**config.mk**
```make
export PLATFORM = sky130hd
export DESIGN_NAME = spipc_top
export DESIGN_NICKNAME = d
export VERILOG_FILES = /design/src/rtl/spipc_pkg.sv /design/src/rtl/spipc_sync.sv /design/src/rtl/spipc_top.sv
export SDC_FILE = /design/constraint.sdc
export NUM_CORES = 1
export LEC_CHECK = 0
export BUFFER_PORTS_ARGS = -buffer_cell sky130_fd_sc_hd__buf_2
export CELL_PAD_IN_SITES_DETAIL_PLACEMENT = 1
export CELL_PAD_IN_SITES_GLOBAL_PLACEMENT = 2
export CORE_ASPECT_RATIO = 0.75
export CORE_MARGIN = 2
export CORE_UTILIZATION = 36
export DETAILED_ROUTE_END_ITERATION = 8
export HOLD_SLACK_MARGIN = 0.15
export PLACE_DENSITY = 0.86
export SLEW_MARGIN = 20
export SYNTH_ARGS = -nofsm -noshare
export SYNTH_HDL_FRONTEND = slang
export SYNTH_SLANG_ARGS = --single-unit
```
**constraint.sdc**
```tcl
create_clock -name pclk -period 4.15 [get_ports pclk]
set_clock_uncertainty 0.2 [all_clocks]
set_input_delay 0.6225 -clock pclk [delete_from_list [all_inputs] [get_ports pclk]]
set_output_delay 0.6225 -clock pclk [all_outputs]
set_load 0.005 [all_outputs]
```
**src/rtl/spipc_pkg.sv**
```systemverilog
// Package for the serial port control and status block.
// Assumes a 200 MHz pclk and a 32-bit APB bus with byte addresses.
package spipc_pkg;

  // Register byte offsets
  localparam logic [7:0] SPIPC_OFF_CTRL  = 8'h00;
  localparam logic [7:0] SPIPC_OFF_STAT  = 8'h04;
  localparam logic [7:0] SPIPC_OFF_BUF   = 8'h08;
  localparam logic [7:0] SPIPC_OFF_IRQST = 8'h0C;
  localparam logic [7:0] SPIPC_OFF_IRQMK = 8'h10;

  // Control register fields
  localparam int SPIPC_CTRL_WRITE_COLLISION_FLAG = 7;
  localparam int SPIPC_CTRL_OV   = 6;
  localparam int SPIPC_CTRL_EN   = 5;
  localparam int SPIPC_CTRL_CKP  = 4;
  localparam int SPIPC_CTRL_MODE = 0;

  // Status register fields
  localparam int SPIPC_STAT_SMP = 7;
  localparam int SPIPC_STAT_CKE = 6;
  localparam int SPIPC_STAT_BF  = 0;

  // Interrupt status and mask fields
  localparam int SPIPC_IRQ_DONE = 0;
  localparam int SPIPC_IRQ_WRITE_COLLISION_FLAG = 1;
  localparam int SPIPC_IRQ_OV   = 2;
  localparam int SPIPC_IRQ_W    = 3;

  // Port mode field codes
  localparam logic [3:0] SPIPC_MODE_MDIV16 = 4'h1;
  localparam logic [3:0] SPIPC_MODE_MDIV64 = 4'h2;
  localparam logic [3:0] SPIPC_MODE_MTMR   = 4'h3;
  localparam logic [3:0] SPIPC_MODE_SLV_SS = 4'h4;
  localparam logic [3:0] SPIPC_MODE_SLV    = 4'h5;

  // Bit clock dividers and half periods less one in pclk cycles
  localparam int         SPIPC_DIV16   = 16;
  localparam int         SPIPC_DIV64   = 64;
  localparam logic [4:0] SPIPC_HALF16  = 5'(SPIPC_DIV16 / 2 - 1);
  localparam logic [4:0] SPIPC_HALF64  = 5'(SPIPC_DIV64 / 2 - 1);

  // Word framing
  localparam int         SPIPC_BITS      = 8;
  localparam logic [4:0] SPIPC_TOGGLES   = 5'(2 * SPIPC_BITS);
  localparam logic [4:0] SPIPC_LAST_CKE1 = 5'(2 * SPIPC_BITS);
  localparam logic [4:0] SPIPC_LAST_CKE0 = 5'(2 * SPIPC_BITS + 1);
  localparam logic [3:0] SPIPC_SLV_LAST  = 4'(SPIPC_BITS);

endpackage

```
**src/rtl/spipc_sync.sv**
```systemverilog
// Two-flop synchroniser for one pin input.
// Assumes the pin is asynchronous to pclk; only the second flop is read.
`timescale 1ns/1ps
module spipc_sync #(
  parameter logic RESET_VAL = 1'b0
) (
  // Clock and reset
  input  wire logic pclk,
  input  wire logic presetn,
  // Pin and synchronised level
  input  wire logic pin,
  output logic      level
);

  typedef struct packed {
    logic meta;
    logic stable;
  } spipc_sync_t;

  spipc_sync_t q;
  spipc_sync_t next_q;

  always_comb begin
    next_q        = q;
    next_q.meta   = pin;
    next_q.stable = q.meta;
  end

  always_ff @(posedge pclk or negedge presetn) begin
    if (!presetn) begin
      q <= {RESET_VAL, RESET_VAL};
    end else begin
      q <= next_q;
    end
  end

  assign level = q.stable;

endmodule

```
**src/rtl/spipc_top.sv**
```systemverilog
// Serial port (SPI mode) with control/status registers on APB.
// Assumes pins come from outside pclk domain; timer tick is a pclk pulse.
// Contract
// [RULE_01] Enable bit set: port runs and owns clock, data out, data in pins.
// [RULE_02] Enable bit clear: port stops, pins return to general-purpose use.
// [RULE_03] Clock polarity bit sets serial clock idle level: 1 high, 0 low.
// [RULE_04] Software sets each pin's direction; the port never sets it. The code releases data out (sdo_oe_n high) for a deselected slave.
// [RULE_05] Master: sample phase 1 samples at end, 0 at middle.
// [RULE_06] Software keeps sample phase cleared in slave mode.
// [RULE_07] Idle low: edge select 1 stable on rising, 0 on falling.
// [RULE_08] Mode field: master /16, /64, timer/2; slave with or without select.
// [RULE_09] Idle high: edge select 1 stable on falling, 0 on rising.
// [RULE_10] Buffer full set on receive complete, cleared when buffer read empty.
// [RULE_11] Write collision set on buffer write while busy; software clears.
//
// The APB register port and the register addresses were decided locally.
`timescale 1ns/1ps
module spipc_top
  import spipc_pkg::*;
(
  // APB slave
  input  wire logic        pclk,
  input  wire logic        presetn,
  input  wire logic        psel,
  input  wire logic        penable,
  input  wire logic        pwrite,
  input  wire logic [7:0]  paddr,
  input  wire logic [31:0] pwdata,
  output logic [31:0]      prdata,
  output logic             pready,
  output logic             pslverr,
  // Serial pins
  input  wire logic        sck_i,
  output logic             sck_o,
  output logic             sck_oe_n,
  output logic             sdo_o,
  output logic             sdo_oe_n,
  input  wire logic        sdi_i,
  input  wire logic        ss_n_i,
  // Pin direction and general-purpose fallback
  input  wire logic        pin_dir_sck,
  input  wire logic        pin_dir_sdo,
  input  wire logic        gpio_sck_o,
  input  wire logic        gpio_sdo_o,
  // Timer two period pulse
  input  wire logic        timer_two_tick,
  // Interrupt
  output logic             irq
);

  typedef enum logic [1:0] {
    ST_IDLE = 2'b01,
    ST_RUN  = 2'b10
  } spipc_fsm_t;

  typedef struct packed {
    logic                   write_collision_flag;
    logic                   ov;
    logic                   en;
    logic                   clock_idle_polarity;
    logic [3:0]             mode;
    logic                   input_sample_phase;
    logic                   cke;
    logic                   bf;
    logic [7:0]             buffer;
    logic [7:0]             tx_sr;
    logic [7:0]             rx_sr;
    spipc_fsm_t             fsm;
    logic [4:0]             step;
    logic [4:0]             div;
    logic                   sck_act;
    logic                   sck_prev;
    logic [3:0]             scnt;
    logic [SPIPC_IRQ_W-1:0] irq_st;
    logic [SPIPC_IRQ_W-1:0] irq_mask;
    logic [31:0]            rdata;
    logic                   sck_pin;
    logic                   sdo_pin;
  } spipc_state_t;

  spipc_state_t q;
  spipc_state_t next_q;

  logic       sck_s;
  logic       sdi_s;
  logic       ss_n_s;
  logic       is_master;
  logic       is_slave;
  logic       ss_block;
  logic       apb_setup;
  logic       apb_wr;
  logic       apb_rd;
  logic       mapped;
  logic [31:0] rd_val;
  logic [4:0] half_max;
  logic       half_tick;
  logic [7:0] rx_next;

  spipc_sync #(.RESET_VAL(1'b0)) u_sync_sck (
    .pclk    (pclk),
    .presetn (presetn),
    .pin     (sck_i),
    .level   (sck_s)
  );

  spipc_sync #(.RESET_VAL(1'b0)) u_sync_sdi (
    .pclk    (pclk),
    .presetn (presetn),
    .pin     (sdi_i),
    .level   (sdi_s)
  );

  spipc_sync #(.RESET_VAL(1'b1)) u_sync_ss (
    .pclk    (pclk),
    .presetn (presetn),
    .pin     (ss_n_i),
    .level   (ss_n_s)
  );

  // [RULE_08] mode field decode
  assign is_master = q.en && (q.mode == SPIPC_MODE_MDIV16 || q.mode == SPIPC_MODE_MDIV64 ||
                              q.mode == SPIPC_MODE_MTMR);
  assign is_slave  = q.en && (q.mode == SPIPC_MODE_SLV_SS || q.mode == SPIPC_MODE_SLV);
  assign ss_block  = is_slave && q.mode == SPIPC_MODE_SLV_SS && ss_n_s;
  assign half_max  = (q.mode == SPIPC_MODE_MDIV16) ? SPIPC_HALF16 : SPIPC_HALF64;
  // Timer mode: one tick is one half period, so the bit clock is timer/2
  assign half_tick = is_master && q.fsm == ST_RUN &&
                     ((q.mode == SPIPC_MODE_MTMR) ? timer_two_tick : q.div == half_max);
  assign rx_next   = {q.rx_sr[6:0], sdi_s};

  assign apb_setup = psel && !penable;
  assign apb_wr    = psel && penable && pwrite;
  assign apb_rd    = psel && penable && !pwrite;
  assign pready    = psel && penable;
  assign pslverr   = psel && penable && !mapped;

  always_comb begin
    rd_val = 32'h0000_0000;
    mapped = 1'b1;
    if (paddr == SPIPC_OFF_CTRL) begin
      rd_val[7:0] = {q.write_collision_flag, q.ov, q.en, q.clock_idle_polarity, q.mode};
    end else if (paddr == SPIPC_OFF_STAT) begin
      rd_val[SPIPC_STAT_SMP] = q.input_sample_phase;
      rd_val[SPIPC_STAT_CKE] = q.cke;
      rd_val[SPIPC_STAT_BF]  = q.bf;
    end else if (paddr == SPIPC_OFF_BUF) begin
      rd_val[7:0] = q.buffer;
    end else if (paddr == SPIPC_OFF_IRQST) begin
      rd_val[SPIPC_IRQ_W-1:0] = q.irq_st;
    end else if (paddr == SPIPC_OFF_IRQMK) begin
      rd_val[SPIPC_IRQ_W-1:0] = q.irq_mask;
    end else begin
      mapped = 1'b0;
    end
  end

  always_comb begin
    logic [4:0] s;
    logic       lead;
    logic       last;
    logic       chg;
    logic       smp_ev;
    logic       sedge;
    logic       slead;
    logic       done;
    s      = q.step + 5'd1;
    lead   = s[0];
    last   = 1'b0;
    chg    = 1'b0;
    smp_ev = 1'b0;
    sedge  = 1'b0;
    slead  = 1'b0;
    done   = 1'b0;
    next_q = q;

    // Read data is captured in the setup cycle, so no wait state
    if (apb_setup) begin
      next_q.rdata = rd_val;
    end

    // Software effects first, so hardware sets below win
    if (apb_wr && paddr == SPIPC_OFF_CTRL) begin
      // [RULE_11] flags clear on written zero only
      next_q.write_collision_flag = q.write_collision_flag & pwdata[SPIPC_CTRL_WRITE_COLLISION_FLAG];
      next_q.ov   = q.ov & pwdata[SPIPC_CTRL_OV];
      next_q.en   = pwdata[SPIPC_CTRL_EN];
      next_q.clock_idle_polarity  = pwdata[SPIPC_CTRL_CKP];
      next_q.mode = pwdata[SPIPC_CTRL_MODE +: 4];
    end else if (apb_wr && paddr == SPIPC_OFF_STAT) begin
      next_q.input_sample_phase = pwdata[SPIPC_STAT_SMP];
      next_q.cke = pwdata[SPIPC_STAT_CKE];
    end else if (apb_wr && paddr == SPIPC_OFF_BUF) begin
      if (q.fsm == ST_RUN || (is_slave && q.scnt != 4'h0)) begin
        // [RULE_11] write while shifting is dropped
        next_q.write_collision_flag = 1'b1;
        next_q.irq_st[SPIPC_IRQ_WRITE_COLLISION_FLAG] = 1'b1;
      end else begin
        next_q.tx_sr = pwdata[7:0];
        if (is_master) begin
          next_q.fsm  = ST_RUN;
          next_q.step = 5'h00;
          next_q.div  = 5'h00;
        end
      end
    end else if (apb_wr && paddr == SPIPC_OFF_IRQST) begin
      next_q.irq_st = q.irq_st & ~pwdata[SPIPC_IRQ_W-1:0];
    end else if (apb_wr && paddr == SPIPC_OFF_IRQMK) begin
      next_q.irq_mask = pwdata[SPIPC_IRQ_W-1:0];
    end

    // [RULE_10] reading the buffer empties it
    if (apb_rd && paddr == SPIPC_OFF_BUF) begin
      next_q.bf = 1'b0;
    end

    // Master engine
    if (q.fsm == ST_RUN && !half_tick) begin
      next_q.div = q.div + 5'd1;
    end
    if (half_tick) begin
      next_q.div  = 5'h00;
      next_q.step = s;
      last = s == (q.cke ? SPIPC_LAST_CKE1 : SPIPC_LAST_CKE0);
      if (s <= SPIPC_TOGGLES) begin
        next_q.sck_act = ~q.sck_act;
      end
      // [RULE_07] [RULE_09] edge select 1: shift on trailing edge
      chg = (q.cke ? !lead : (lead && s > 5'd1)) && s < SPIPC_TOGGLES;
      // [RULE_05] sample at end or middle of output time
      if (q.input_sample_phase) begin
        smp_ev = q.cke ? !lead : (lead && s > 5'd1);
      end else begin
        smp_ev = q.cke ? lead : !lead;
      end
      if (chg) begin
        next_q.tx_sr = {q.tx_sr[6:0], 1'b0};
      end
      if (smp_ev) begin
        next_q.rx_sr = rx_next;
      end
      if (last) begin
        next_q.fsm = ST_IDLE;
        done       = 1'b1;
      end
    end

    // Slave engine on synchronised clock edges
    next_q.sck_prev = sck_s;
    if (ss_block || !is_slave) begin
      next_q.scnt = 4'h0;
    end else begin
      sedge = sck_s != q.sck_prev;
      // [RULE_03] leading edge leaves the idle level
      slead = sck_s != q.clock_idle_polarity;
      // [RULE_07] [RULE_09] slave shift and sample edges
      if (sedge && (q.cke ? !slead : (slead && q.scnt != 4'h0))) begin
        next_q.tx_sr = {q.tx_sr[6:0], 1'b0};
      end
      // [RULE_06] slave always samples at mid-bit
      if (sedge && (q.cke ? slead : !slead)) begin
        next_q.rx_sr = rx_next;
        if (q.scnt == SPIPC_SLV_LAST - 4'h1) begin
          next_q.scnt = 4'h0;
          done        = 1'b1;
        end else begin
          next_q.scnt = q.scnt + 4'h1;
        end
      end
    end

    // [RULE_10] completed word lands in the buffer
    if (done) begin
      if (next_q.bf && is_slave) begin
        // Unread word: new data is lost
        next_q.ov = 1'b1;
        next_q.irq_st[SPIPC_IRQ_OV] = 1'b1;
      end else begin
        next_q.buffer = is_slave ? rx_next : next_q.rx_sr;
        next_q.bf     = 1'b1;
        next_q.irq_st[SPIPC_IRQ_DONE] = 1'b1;
      end
    end

    // [RULE_02] disabling stops any transfer in flight
    if (!next_q.en) begin
      next_q.fsm     = ST_IDLE;
      next_q.scnt    = 4'h0;
      next_q.sck_act = 1'b0;
    end
    if (next_q.en && next_q.mode != q.mode) begin
      next_q.fsm     = ST_IDLE;
      next_q.sck_act = 1'b0;
    end

    // [RULE_01] [RULE_03] pins follow the port when enabled
    next_q.sck_pin = next_q.en ? (next_q.clock_idle_polarity ^ next_q.sck_act) : gpio_sck_o;
    next_q.sdo_pin = next_q.en ? next_q.tx_sr[7] : gpio_sdo_o;
  end

  always_ff @(posedge pclk or negedge presetn) begin
    if (!presetn) begin
      q     <= '0;
      q.fsm <= ST_IDLE;
    end else begin
      q <= next_q;
    end
  end

  assign prdata = q.rdata;
  assign sck_o  = q.sck_pin;
  assign sdo_o  = q.sdo_pin;
  // [RULE_04] direction stays with software
  assign sck_oe_n = pin_dir_sck;
  // Unselected slave releases its data line
  assign sdo_oe_n = pin_dir_sdo | ss_block;
  assign irq      = |(q.irq_st & q.irq_mask);

endmodule

```
==> results of run 1 <==
[cells in the final DEF, fill, tap and decap left out, types with 6 or more instances in the layout]
master	count
inv_1	18
dfrtp_1	72
conb_1	24
buf_4	6
clkbuf_16	9
nand3_1	9
o21ai_0	31
a31oi_1	8
mux2i_1	9
nand2_1	50
buf_2	40
a21oi_1	24
mux2_2	29
nor2_1	26
nor3_1	8
[final cells by class]
class	count	area (µm²)
Fill cell	1294	6420
Multi-Input combinational cell	305	1960
Sequential cell	75	1880
Clock buffer	12	256
Timing Repair Buffer	47	255
Tap cell	140	175
Inverter	18	67.6
Clock inverter	4	50.0
[worst max path at each step]
| stage | startpoint | depth (start not counted) | endpoint | slack, ns |
|---|---|---|---|---|
| 6_report | paddr[1] | 6 | pslverr | 0.89 |
| 5_1_grt | paddr[1] | 6 | pslverr | 0.64 |
| 4_1_cts | paddr[1] | 6 | pslverr | 0.89 |
| 3_5_place_dp | paddr[1] | 7 | sdo_o$_DFF_PN0_ | 0.62 |
| 3_3_place_gp | paddr[1] | 7 | sdo_o$_DFF_PN0_ | 0.65 |
| 2_1_floorplan | paddr[1] | 8 | sdo_o$_DFF_PN0_ | 0.90 |
[layer usage]
metal,wire [µm],GRT usage
met1,5290,0.264
met2,4580,0.262
met3,596,0.0520
met4,117,0.0549
met5,0,0
[through the flow]
step / cell area, µm² / total power, mW / instances / setup WS [ns] / utilization
after floorplan: 4220 / 0.810 / 442 / 0.896 / -
after global routing: 4640 / 1.69 / 601 / 0.638 / 0.420
after CTS: 4640 / 1.65 / 601 / 0.888 / 0.420
final: 4640 / 1.63 / 601 / 0.890 / 0.420
after detailed placement: 4330 / 0.837 / 584 / 0.620 / 0.391
after global placement: 4330 / 0.834 / 584 / 0.653 / 0.391
[cells by family after synthesis]
family,share of synthesized area
other cells,0.000907
buf+inv,0.0926
compound gates,0.136
simple gates,0.176
mux,0.103
xor+xnor,0.0212
flops,0.455
fa+ha+maj,0.0151
[report_power, final]
group / internal [mW] / switching [mW]
Combinational: 0.0249 / 0.0520
Sequential: 0.741 / 0.00606
Clock: 0.498 / 0.309
Total: 1.26 / 0.367
[state kept, by name (all words and copies together) (netlist names)]
| signal | cells |
|---|---|
| u_sync_ss.next_q | 1 |
| u_sync_sck.level | 1 |
| u_sync_sdi.next_q | 1 |
| u_sync_ss.level | 1 |
| u_sync_sdi.level | 1 |
| q | 59 |
| sdo_o | 1 |
| u_sync_sck.next_q | 1 |
| sck_o | 1 |
| prdata | 8 |
[worst max-delay path, stage by stage]
cell	delay, ns
buf_2	0.10
or4_4	0.57
nor2_1	0.12
nor4b_1	0.76
nor3_1	0.10
buf_2	0.17
[what timing repair did]
item                       CTS  global route
hold endpoints to repair     1             0
hold buffers                 1             0
setup endpoints to repair    0             0
buffers inserted             0             0
==> impl_metrics.tcl, run 1 <==
set metrics [dict create \
    status "completed" \
    yosysMostFrequentCell "dfrtp_1" \
    reg2reg_depth 6 \
    grt_pass1_wl_mm 17.5 \
    crit_path_start_kind "primary input" \
    final.period_utilization 0.786 \
    whs_ns 0.152 \
    nNetsFinal 514 \
    finalWirelength_mm 10.6 \
    grt_setup_unrepaired "no" \
    hold_viol 0 \
    grt_pass1_vias 3337 \
    cp.arrival_ns 2.44 \
    cts_max_level 3 \
    gr-total-overflow 0 \
    timing.rr.start "q[86]$_DFF_PN0_" \
    io_buffers 41 \
    drv_slew 0 \
    vias 3143 \
    async_flop_share 1.00 \
    clkTransAtPathRegs_ns 0.05 \
    drtIter0Drc 159 \
    synth_top_area_cell "dfrtp_1" \
    ant_nets 0 \
    cp_max_fo 5 \
    yosysTopAreaCellShare 0.436 \
    area_growth_pct 12.3 \
    r2r_slack_ns 1.02 \
    post_cts_resize_count 0 \
    routabilityCongestion 0.764 \
    cts_num_sinks 75 \
    synth.area.top_cells "dfrtp_1 (44%), mux2_2 (7.9%), buf_4 (6.0%)" \
    critPathCaptureType "output port" \
    antennaDiodeCount 0 \
    fin_crit_ns 3.26 \
    die-width_um 128 \
    critPathRequiredTime_ns 3.33 \
    min_path_type "flip-flop to flip-flop" \
    rr_endpoint "q[64]$_DFF_PN0_" \
    drcViolationCount 0 \
    tightest_slew_ns 0.984 \
    cap_violations 0 \
    ys_ff_latch 75 \
    syn_inst 419 \
    cts_buffers 9 \
    clock_path_buffers 2 \
    post_synth_instance_area_um2 4140 \
    whs_path_depth 0 \
    cts_tree "built" \
    netlist_top_cells_count "dfrtp_1 (72), nand2_1 (50), buf_4 (33)" \
    clk_latency_ns 0.34 \
    io_pins 92 \
    critical_path_class "primary input to output port" \
    synth.avg_cell_area_um2 9.87 \
    holdPathEnd "u_sync_sdi.level$_DFF_PN0_" \
    ys.warnings.count 0 \
    track_usage 0.182 \
    cts_root_buf "clkbuf_16" \
    row_count 33 \
    ys.flop_type "dfrtp_1" \
    start_util 0.374 \
    finalSetupTns_ns 0 \
    viasPerCell 5.23 \
    yosysUniqueCellTypes 63 \
    synth-edff-count 0 \
    maxSlewHeadroom 0.344 \
    setup_viol 0 \
    routedWlPerCell_um 17.6 \
    antenna_found_initial 0 \
    power_density_nw_per_um2 351 \
    die_area_um2 12400 \
    grt_max_degree 76 \
    coreArea_um2 11100 \
    dp_hpwl_mm 7.73 \
    p_leak_nw 2.18 \
    yosysSeqAreaShare 0.455 \
    drive_above_1_share 0.236 \
    die_y_um 96.8 \
    fmax_mhz 307 \
    holdCritStartpoint "u_sync_sdi.next_q[0]$_DFF_PN0_" \
    vdd_drop_max_mv 0.186 \
    drtPass1Iterations 4 \
]
Note: power is estimated with default switching activity, not from simulation.
==> inputs of run 2 (changes only) <==
Settings changed: CORE_UTILIZATION 36 to 34, PLACE_DENSITY 0.86 to 0.82.
Clock period 4.15 ns to 3 ns, I/O delays scaled along.
==> run 2 against run 1 <==
Against the previous run:
- power increased by 44%
- clock-buffer cell count did not move
- via count grew 2.1%
- critical path type is now flip-flop to flip-flop
- global-route usage fell by 1.1 points
==> impl_metrics.tcl, run 2 (synthesis results as in run 1) <==
set metrics [dict create \
    critPathCaptureType "flip-flop" \
    dp_hpwl_mm 7.82 \
    multiInputGateArea_um2 1970 \
    row_count 34 \
    cts_tree "built" \
    rr_endpoint "q[71]$_DFF_PN0_" \
    cap_violations 0 \
    fin_crit_ns 2.79 \
    area_growth_pct 18.8 \
    status "completed" \
    largest_reg_flops 59 \
    cts_max_level 3 \
    cp.arrival_ns 2.81 \
    coreArea_um2 11700 \
    path_cells "or3b_2 > and3_1 > o211ai_1 > a211oi_1 > buf_4 > nor2_1 > mux2_2" \
    finalNonFillerCells 647 \
    crit_buf_inv 1 \
    grt_pass1_wl_mm 17.5 \
    grt_max_degree 76 \
    start_util 0.352 \
    track_usage 0.171 \
    antenna_found_initial 0 \
    top_register "q" \
    fill_cells 1345 \
    timing.rr.start "q[88]$_DFF_PN0_" \
    fmax_mhz 359 \
    cts_num_sinks 75 \
    final_common_cell "dfrtp_1" \
    grt_setup_unrepaired "no" \
    io_pins 92 \
    antennaDiodeCount 0 \
    final.period_utilization 0.930 \
    tightest_slew_ns 0.612 \
    critical_path_class "flip-flop to flip-flop" \
    power_density_nw_per_um2 479 \
    vdd_drop_max_mv 0.250 \
    final_cell_mix "dfrtp_1 (72), nand2_1 (50), buf_2 (40)" \
    vias 3209 \
    gr-total-overflow 0 \
    viasPerCell 4.96 \
    routabilityCongestion 0.800 \
    ant_nets 0 \
    drcViolationCount 0 \
    clkTransAtPathRegs_ns 0.06 \
    drive_above_1_share 0.268 \
    clock_path_buffers 2 \
    worst-path-stages 7 \
    cp-startpoint "q[88]$_DFF_PN0_" \
    dpl.cell_count 624 \
    io_buffers 41 \
    cpPeakStageDelay_ns 0.52 \
    cp_top_family "simple AND/OR/NAND/NOR gates" \
    postLayoutCoreUtil 0.418 \
    die_area_um2 13100 \
    finalWirelength_mm 10.6 \
    die-width_um 131 \
    drtPass1Iterations 4 \
    seqCellArea_um2 1880 \
    clk_latency_ns 0.34 \
    crit_path_start_kind "flip-flop" \
    min_path_type "flip-flop to flip-flop" \
    cp_max_fo 6 \
    die_y_um 99.5 \
    routedWlPerCell_um 16.3 \
    cts_root_buf "clkbuf_16" \
    drtIter0Drc 196 \
    cp-endpoint "q[71]$_DFF_PN0_" \
    p_leak_nw 2.32 \
    grt_pass1_vias 3291 \
    cts_buffers 9 \
    post_cts_buffers 0 \
    drv_slew 0 \
    hold_viol 0 \
    critPathRequiredTime_ns 3.02 \
    nNetsFinal 538 \
    crit_path_top_delay_cell "or3b_2" \
    maxSlewHeadroom 0.589 \
    setup_viol 0 \
    r2r_slack_ns 0.21 \
    reg2reg_depth 7 \
]
==> run 2: changes by cell type in the layout (fill, tap and decap cells not counted) <==
cell	before	now
nor2_2	1	2
bufinv_16	1	2
nor3_1	8	7
buf_4	6	24
dlygate4sd3_1	1	6
buf_16	0	1
nor3_2	0	1
clkinvlp_4	2	1
nor2_1	26	25
==> run 2: per-layer routing <==
| layer | wire length (µm) | part of all wire | up-vias | GRT usage |
|---|---|---|---|---|
| li1 | - | - | 1537 | - |
| met1 | 5300 | 0.50 | 1599 | 0.247 |
| met2 | 4610 | 0.44 | 66 | 0.253 |
| met3 | 565 | 0.053 | 7 | 0.0438 |
| met4 | 99 | 0.0094 | 0 | 0.0502 |
| met5 | 0 | 0 | - | 0 |
==> run 2: repair_timing <==
action,CTS,global route
hold endpoints to repair,77,0
resized for setup,0,1
hold buffers,6,0
endpoints found under the setup margin,0,8
==> run 2: worst register-to-register path: stages, from the launching register on <==
cell and delay [ns]:
dfrtp_1 0.38, or3b_2 0.52, and3_1 0.24, o211ai_1 0.25, a211oi_1 0.09, buf_4 0.17, nor2_1 0.41, mux2_2 0.40
==> run 2: layout make-up <==
type,instances,area share
inverter,18,0.0138
multi-input combinational,305,0.400
timing repair buffer,71,0.0952
sequential,75,0.383
clock buffer,12,0.0522
tap,162,0.0413
clock inverter,4,0.0148
==> run 2: worst min path at each step <==
stage	cells after the start	slack (ns)	start	end
2_1_floorplan	0	-0.05	presetn	prdata[0]$_DFFE_PN0P_
3_3_place_gp	0	0.14	u_sync_sdi.next_q[0]$_DFF_PN0_	u_sync_sdi.level$_DFF_PN0_
3_5_place_dp	0	0.14	u_sync_sck.next_q[0]$_DFF_PN0_	u_sync_sck.level$_DFF_PN0_
4_1_cts	0	0.15	u_sync_sck.next_q[0]$_DFF_PN0_	u_sync_sck.level$_DFF_PN0_
5_1_grt	0	0.15	u_sync_sck.next_q[0]$_DFF_PN0_	u_sync_sck.level$_DFF_PN0_
6_report	0	0.15	u_sync_sck.next_q[0]$_DFF_PN0_	u_sync_sck.level$_DFF_PN0_
==> run 2: power by group <==
group | total, mW | leakage (nW) | switching [mW] | internal (mW)
Clock | 1.20 | 0.159 | 0.426 | 0.773
Combinational | 0.121 | 1.14 | 0.0767 | 0.0445
Sequential | 1.03 | 1.01 | 0.00709 | 1.02
Total | 2.35 | 2.32 | 0.509 | 1.84
==> run 2: through the flow <==
stage	worst slack (ns)	instance area, µm²	power [mW]	hold slack [ns]	setup TNS [ns]
global route	0.0269	4910	2.44	0.155	0
finish	0.211	4910	2.35	0.152	0
global placement	0.0120	4490	1.16	0.137	0
detailed placement	-0.0490	4490	1.16	0.140	-0.137
CTS	0.0698	4880	2.38	0.153	0
floorplan	-0.0334	4230	1.12	-0.0456	-0.220
==> inputs of run 3 (changes only) <==
Settings changed: ABC_AREA set to 1, CORE_UTILIZATION 34 to 32.
==> run 3 against run 2 <==
Against the previous run:
- sequential share of layout area fell by 0.40 points
- combinational power increased by 17%
- wire length up 13%
- final cell count grew 18%
- fmax is 13% higher
- clock-buffer cell count fell by 1
- clock power is 9% lower
- non-clock buffer count is 14 lower
- critical path depth increased by 5
- die area increased by 10%
==> impl_metrics.tcl, run 3 <==
set metrics [dict create \
    crit_path_start_kind "flip-flop" \
    busiest_layer "met2" \
    routabilityCongestion 0.835 \
    track_usage 0.178 \
    ctsHoldBuffers 7 \
    nNetsFinal 647 \
    cts_tree "built" \
    critPathRequiredTime_ns 3.02 \
    fin_crit_ns 2.46 \
    yosysMostFrequentCell "nand2_1" \
    status "completed" \
    synth.avg_cell_area_um2 8.02 \
    seq_power_share 0.460 \
    io_pins 92 \
    setup_viol 0 \
    clk_latency_ns 0.33 \
    dpl.cell_count 742 \
    top_register "q" \
    antennaDiodeCount 0 \
    synth_top_area_cell "dfrtp_1" \
    grt_setup_unrepaired "no" \
    yosysTopAreaCellShare 0.418 \
    start_util 0.330 \
    die-width_um 138 \
    coreArea_um2 13100 \
    grtUsageMet2 0.271 \
    gr-total-overflow 0 \
    path_cells "ha_1 > nand2_1 > inv_1 > nand3_1 > nand2_1 > nand2_4 > nor2_8 > nand4_1 > o21ai_1 > nand2_1 > nand3_1 > nand2_1" \
    fin_ws_ns 0.542 \
    syn_inst 537 \
    drtIter0Drc 187 \
    cts_num_sinks 75 \
    comb_power_share 0.062 \
    vdd_drop_max_mv 0.264 \
    die_area_um2 14400 \
    p_sw_mw 0.527 \
    p_int_mw 1.74 \
    post_dp_cell_area_um2 4600 \
    p_leak_nw 2.58 \
    final_cell_mix "nand2_1 (130), dfrtp_1 (72), nor2_1 (58)" \
    largest_reg_flops 59 \
    io_buffers 41 \
    synth.area.top_cells "dfrtp_1 (42%), nand2_1 (11%), buf_4 (5.8%)" \
    ys.flop_type "dfrtp_1" \
    maxSlewHeadroom 0.617 \
    met3_usage 0.0356 \
    dp_slack_ns 0.577 \
    drv_slew 0 \
    die_y_um 104 \
    cp_max_fo 8 \
    path_common_cell "nand2_1" \
    finalSetupTns_ns 0 \
    row_count 36 \
    fmax_mhz 407 \
    min_path_type "flip-flop to flip-flop" \
    postLayoutCoreUtil 0.380 \
    synth-edff-count 0 \
    ant_nets 0 \
    use_met1 0.258 \
    viasPerCell 4.84 \
    crit_path_top_delay_cell "dfrtp_1" \
    hold_viol 0 \
    power.share.clock 0.478 \
    cts_max_level 3 \
    fin_area_um2 4960 \
    drive_above_1_share 0.190 \
    ys.warnings.count 0 \
    cts_root_buf "clkbuf_16" \
    power_density_nw_per_um2 458 \
    area_growth_pct 15.3 \
    ys_ff_latch 75 \
    async_flop_share 1.00 \
    cp.arrival_ns 2.48 \
    cts_buffers 9 \
    final.period_utilization 0.819 \
    drcViolationCount 0 \
    cap_violations 0 \
    cpPeakStageDelay_ns 0.40 \
    netlist_top_cells_count "nand2_1 (130), dfrtp_1 (72), nor2_1 (58)" \
    drtPass1Iterations 4 \
    yosysSeqAreaShare 0.437 \
    critPathCaptureType "flip-flop" \
    post_synth_instance_area_um2 4310 \
    grt_pass1_vias 3883 \
    antenna_found_initial 0 \
    routedWlPerCell_um 15.7 \
    finalNonFillerCells 765 \
    switching_share 0.232 \
    dp_hpwl_mm 9.16 \
    critical_path_class "flip-flop to flip-flop" \
    clkTransAtPathRegs_ns 0.06 \
    clock_path_buffers 2 \
    finalWirelength_mm 12.0 \
    vias 3705 \
    tightest_slew_ns 0.571 \
    post_cts_resize_count 0 \
    yosysUniqueCellTypes 49 \
    final_common_cell "nand2_1" \
    post_cts_buffers 0 \
    grt_max_degree 42 \
    grt_pass1_wl_mm 20.1 \
]
run 3: cell types whose count changed in the layout (fill, tap and decap cells not counted), sizes merged, moves of 11 or more:
cell / change
a21oi: -11
buf: -15
inv: +40
mux2: -30
nand2: +93
nand3: +38
nand4: +12
nor2: +41
run 3: layout make-up:
class	count	area, µm²
clock buffer	11	243
clock inverter	5	52.6
fill	1606	8100
inverter	60	226
multi-input combinational	386	2000
sequential	75	1880
tap	171	214
timing repair buffer	57	345
run 3: critical path: cells and delay by family (launching register included):
| kind | cells | cell delay [ns] |
|---|---|---|
| buffers and inverters | 1 | 0.11 |
| adder cells (fa/ha/maj) | 1 | 0.18 |
| AND/OR/NAND/NOR | 9 | 1.09 |
| flip-flops | 1 | 0.40 |
| AO/OA/AOI/OAI | 1 | 0.35 |
run 3: logic make-up after synthesis:
| group | share of synthesized area |
|---|---|
| xor+xnor | 0.0122 |
| flops | 0.437 |
| compound gates | 0.0968 |
| buf+inv | 0.118 |
| other cells | 0.000871 |
| fa+ha+maj | 0.0145 |
| simple gates | 0.321 |
run 3: final timing paths:
kind | startpoint | to | slack [ns] | cells past startpoint
setup reg to reg | q[46]$_DFFE_PN0P_ | sdo_o$_DFF_PN0_ | 0.54 | 12
hold reg to reg | u_sync_ss.next_q[0]$_DFF_PN1_ | u_sync_ss.level$_DFF_PN1_ | 0.15 | 0
min in group asynchronous | presetn | q[68]$_DFF_PN0_ | 0.45 | 2
hold / removal | u_sync_ss.next_q[0]$_DFF_PN1_ | u_sync_ss.level$_DFF_PN1_ | 0.15 | 0
setup / recovery | q[46]$_DFFE_PN0P_ | sdo_o$_DFF_PN0_ | 0.54 | 12
max in group asynchronous | presetn | q[91]$_DFF_PN0_ | 1.45 | 3
run 3: routing by layer:
metal,part of all wire,wire [µm]
met4,0.015,182
met5,0,0
met1,0.50,6020
met3,0.041,493
met2,0.44,5300
run 3: power by group through the flow:
stage	clock, mW	sequential [mW]	combinational, mW
2_1_floorplan	0	1.06	0.0944
3_3_place_gp	0	1.06	0.133
3_5_place_dp	0	1.06	0.136
4_1_cts	1.11	1.04	0.144
5_1_grt	1.16	1.05	0.161
6_report	1.09	1.04	0.141
run 3: through the flow:
| step | total power [mW] | hold slack (ns) |
|---|---|---|
| final | 2.27 | 0.155 |
| after detailed placement | 1.20 | 0.136 |
| after global routing | 2.37 | 0.165 |
| after global placement | 1.20 | 0.133 |
| after CTS | 2.30 | 0.156 |
| after floorplan | 1.15 | -0.0456 |
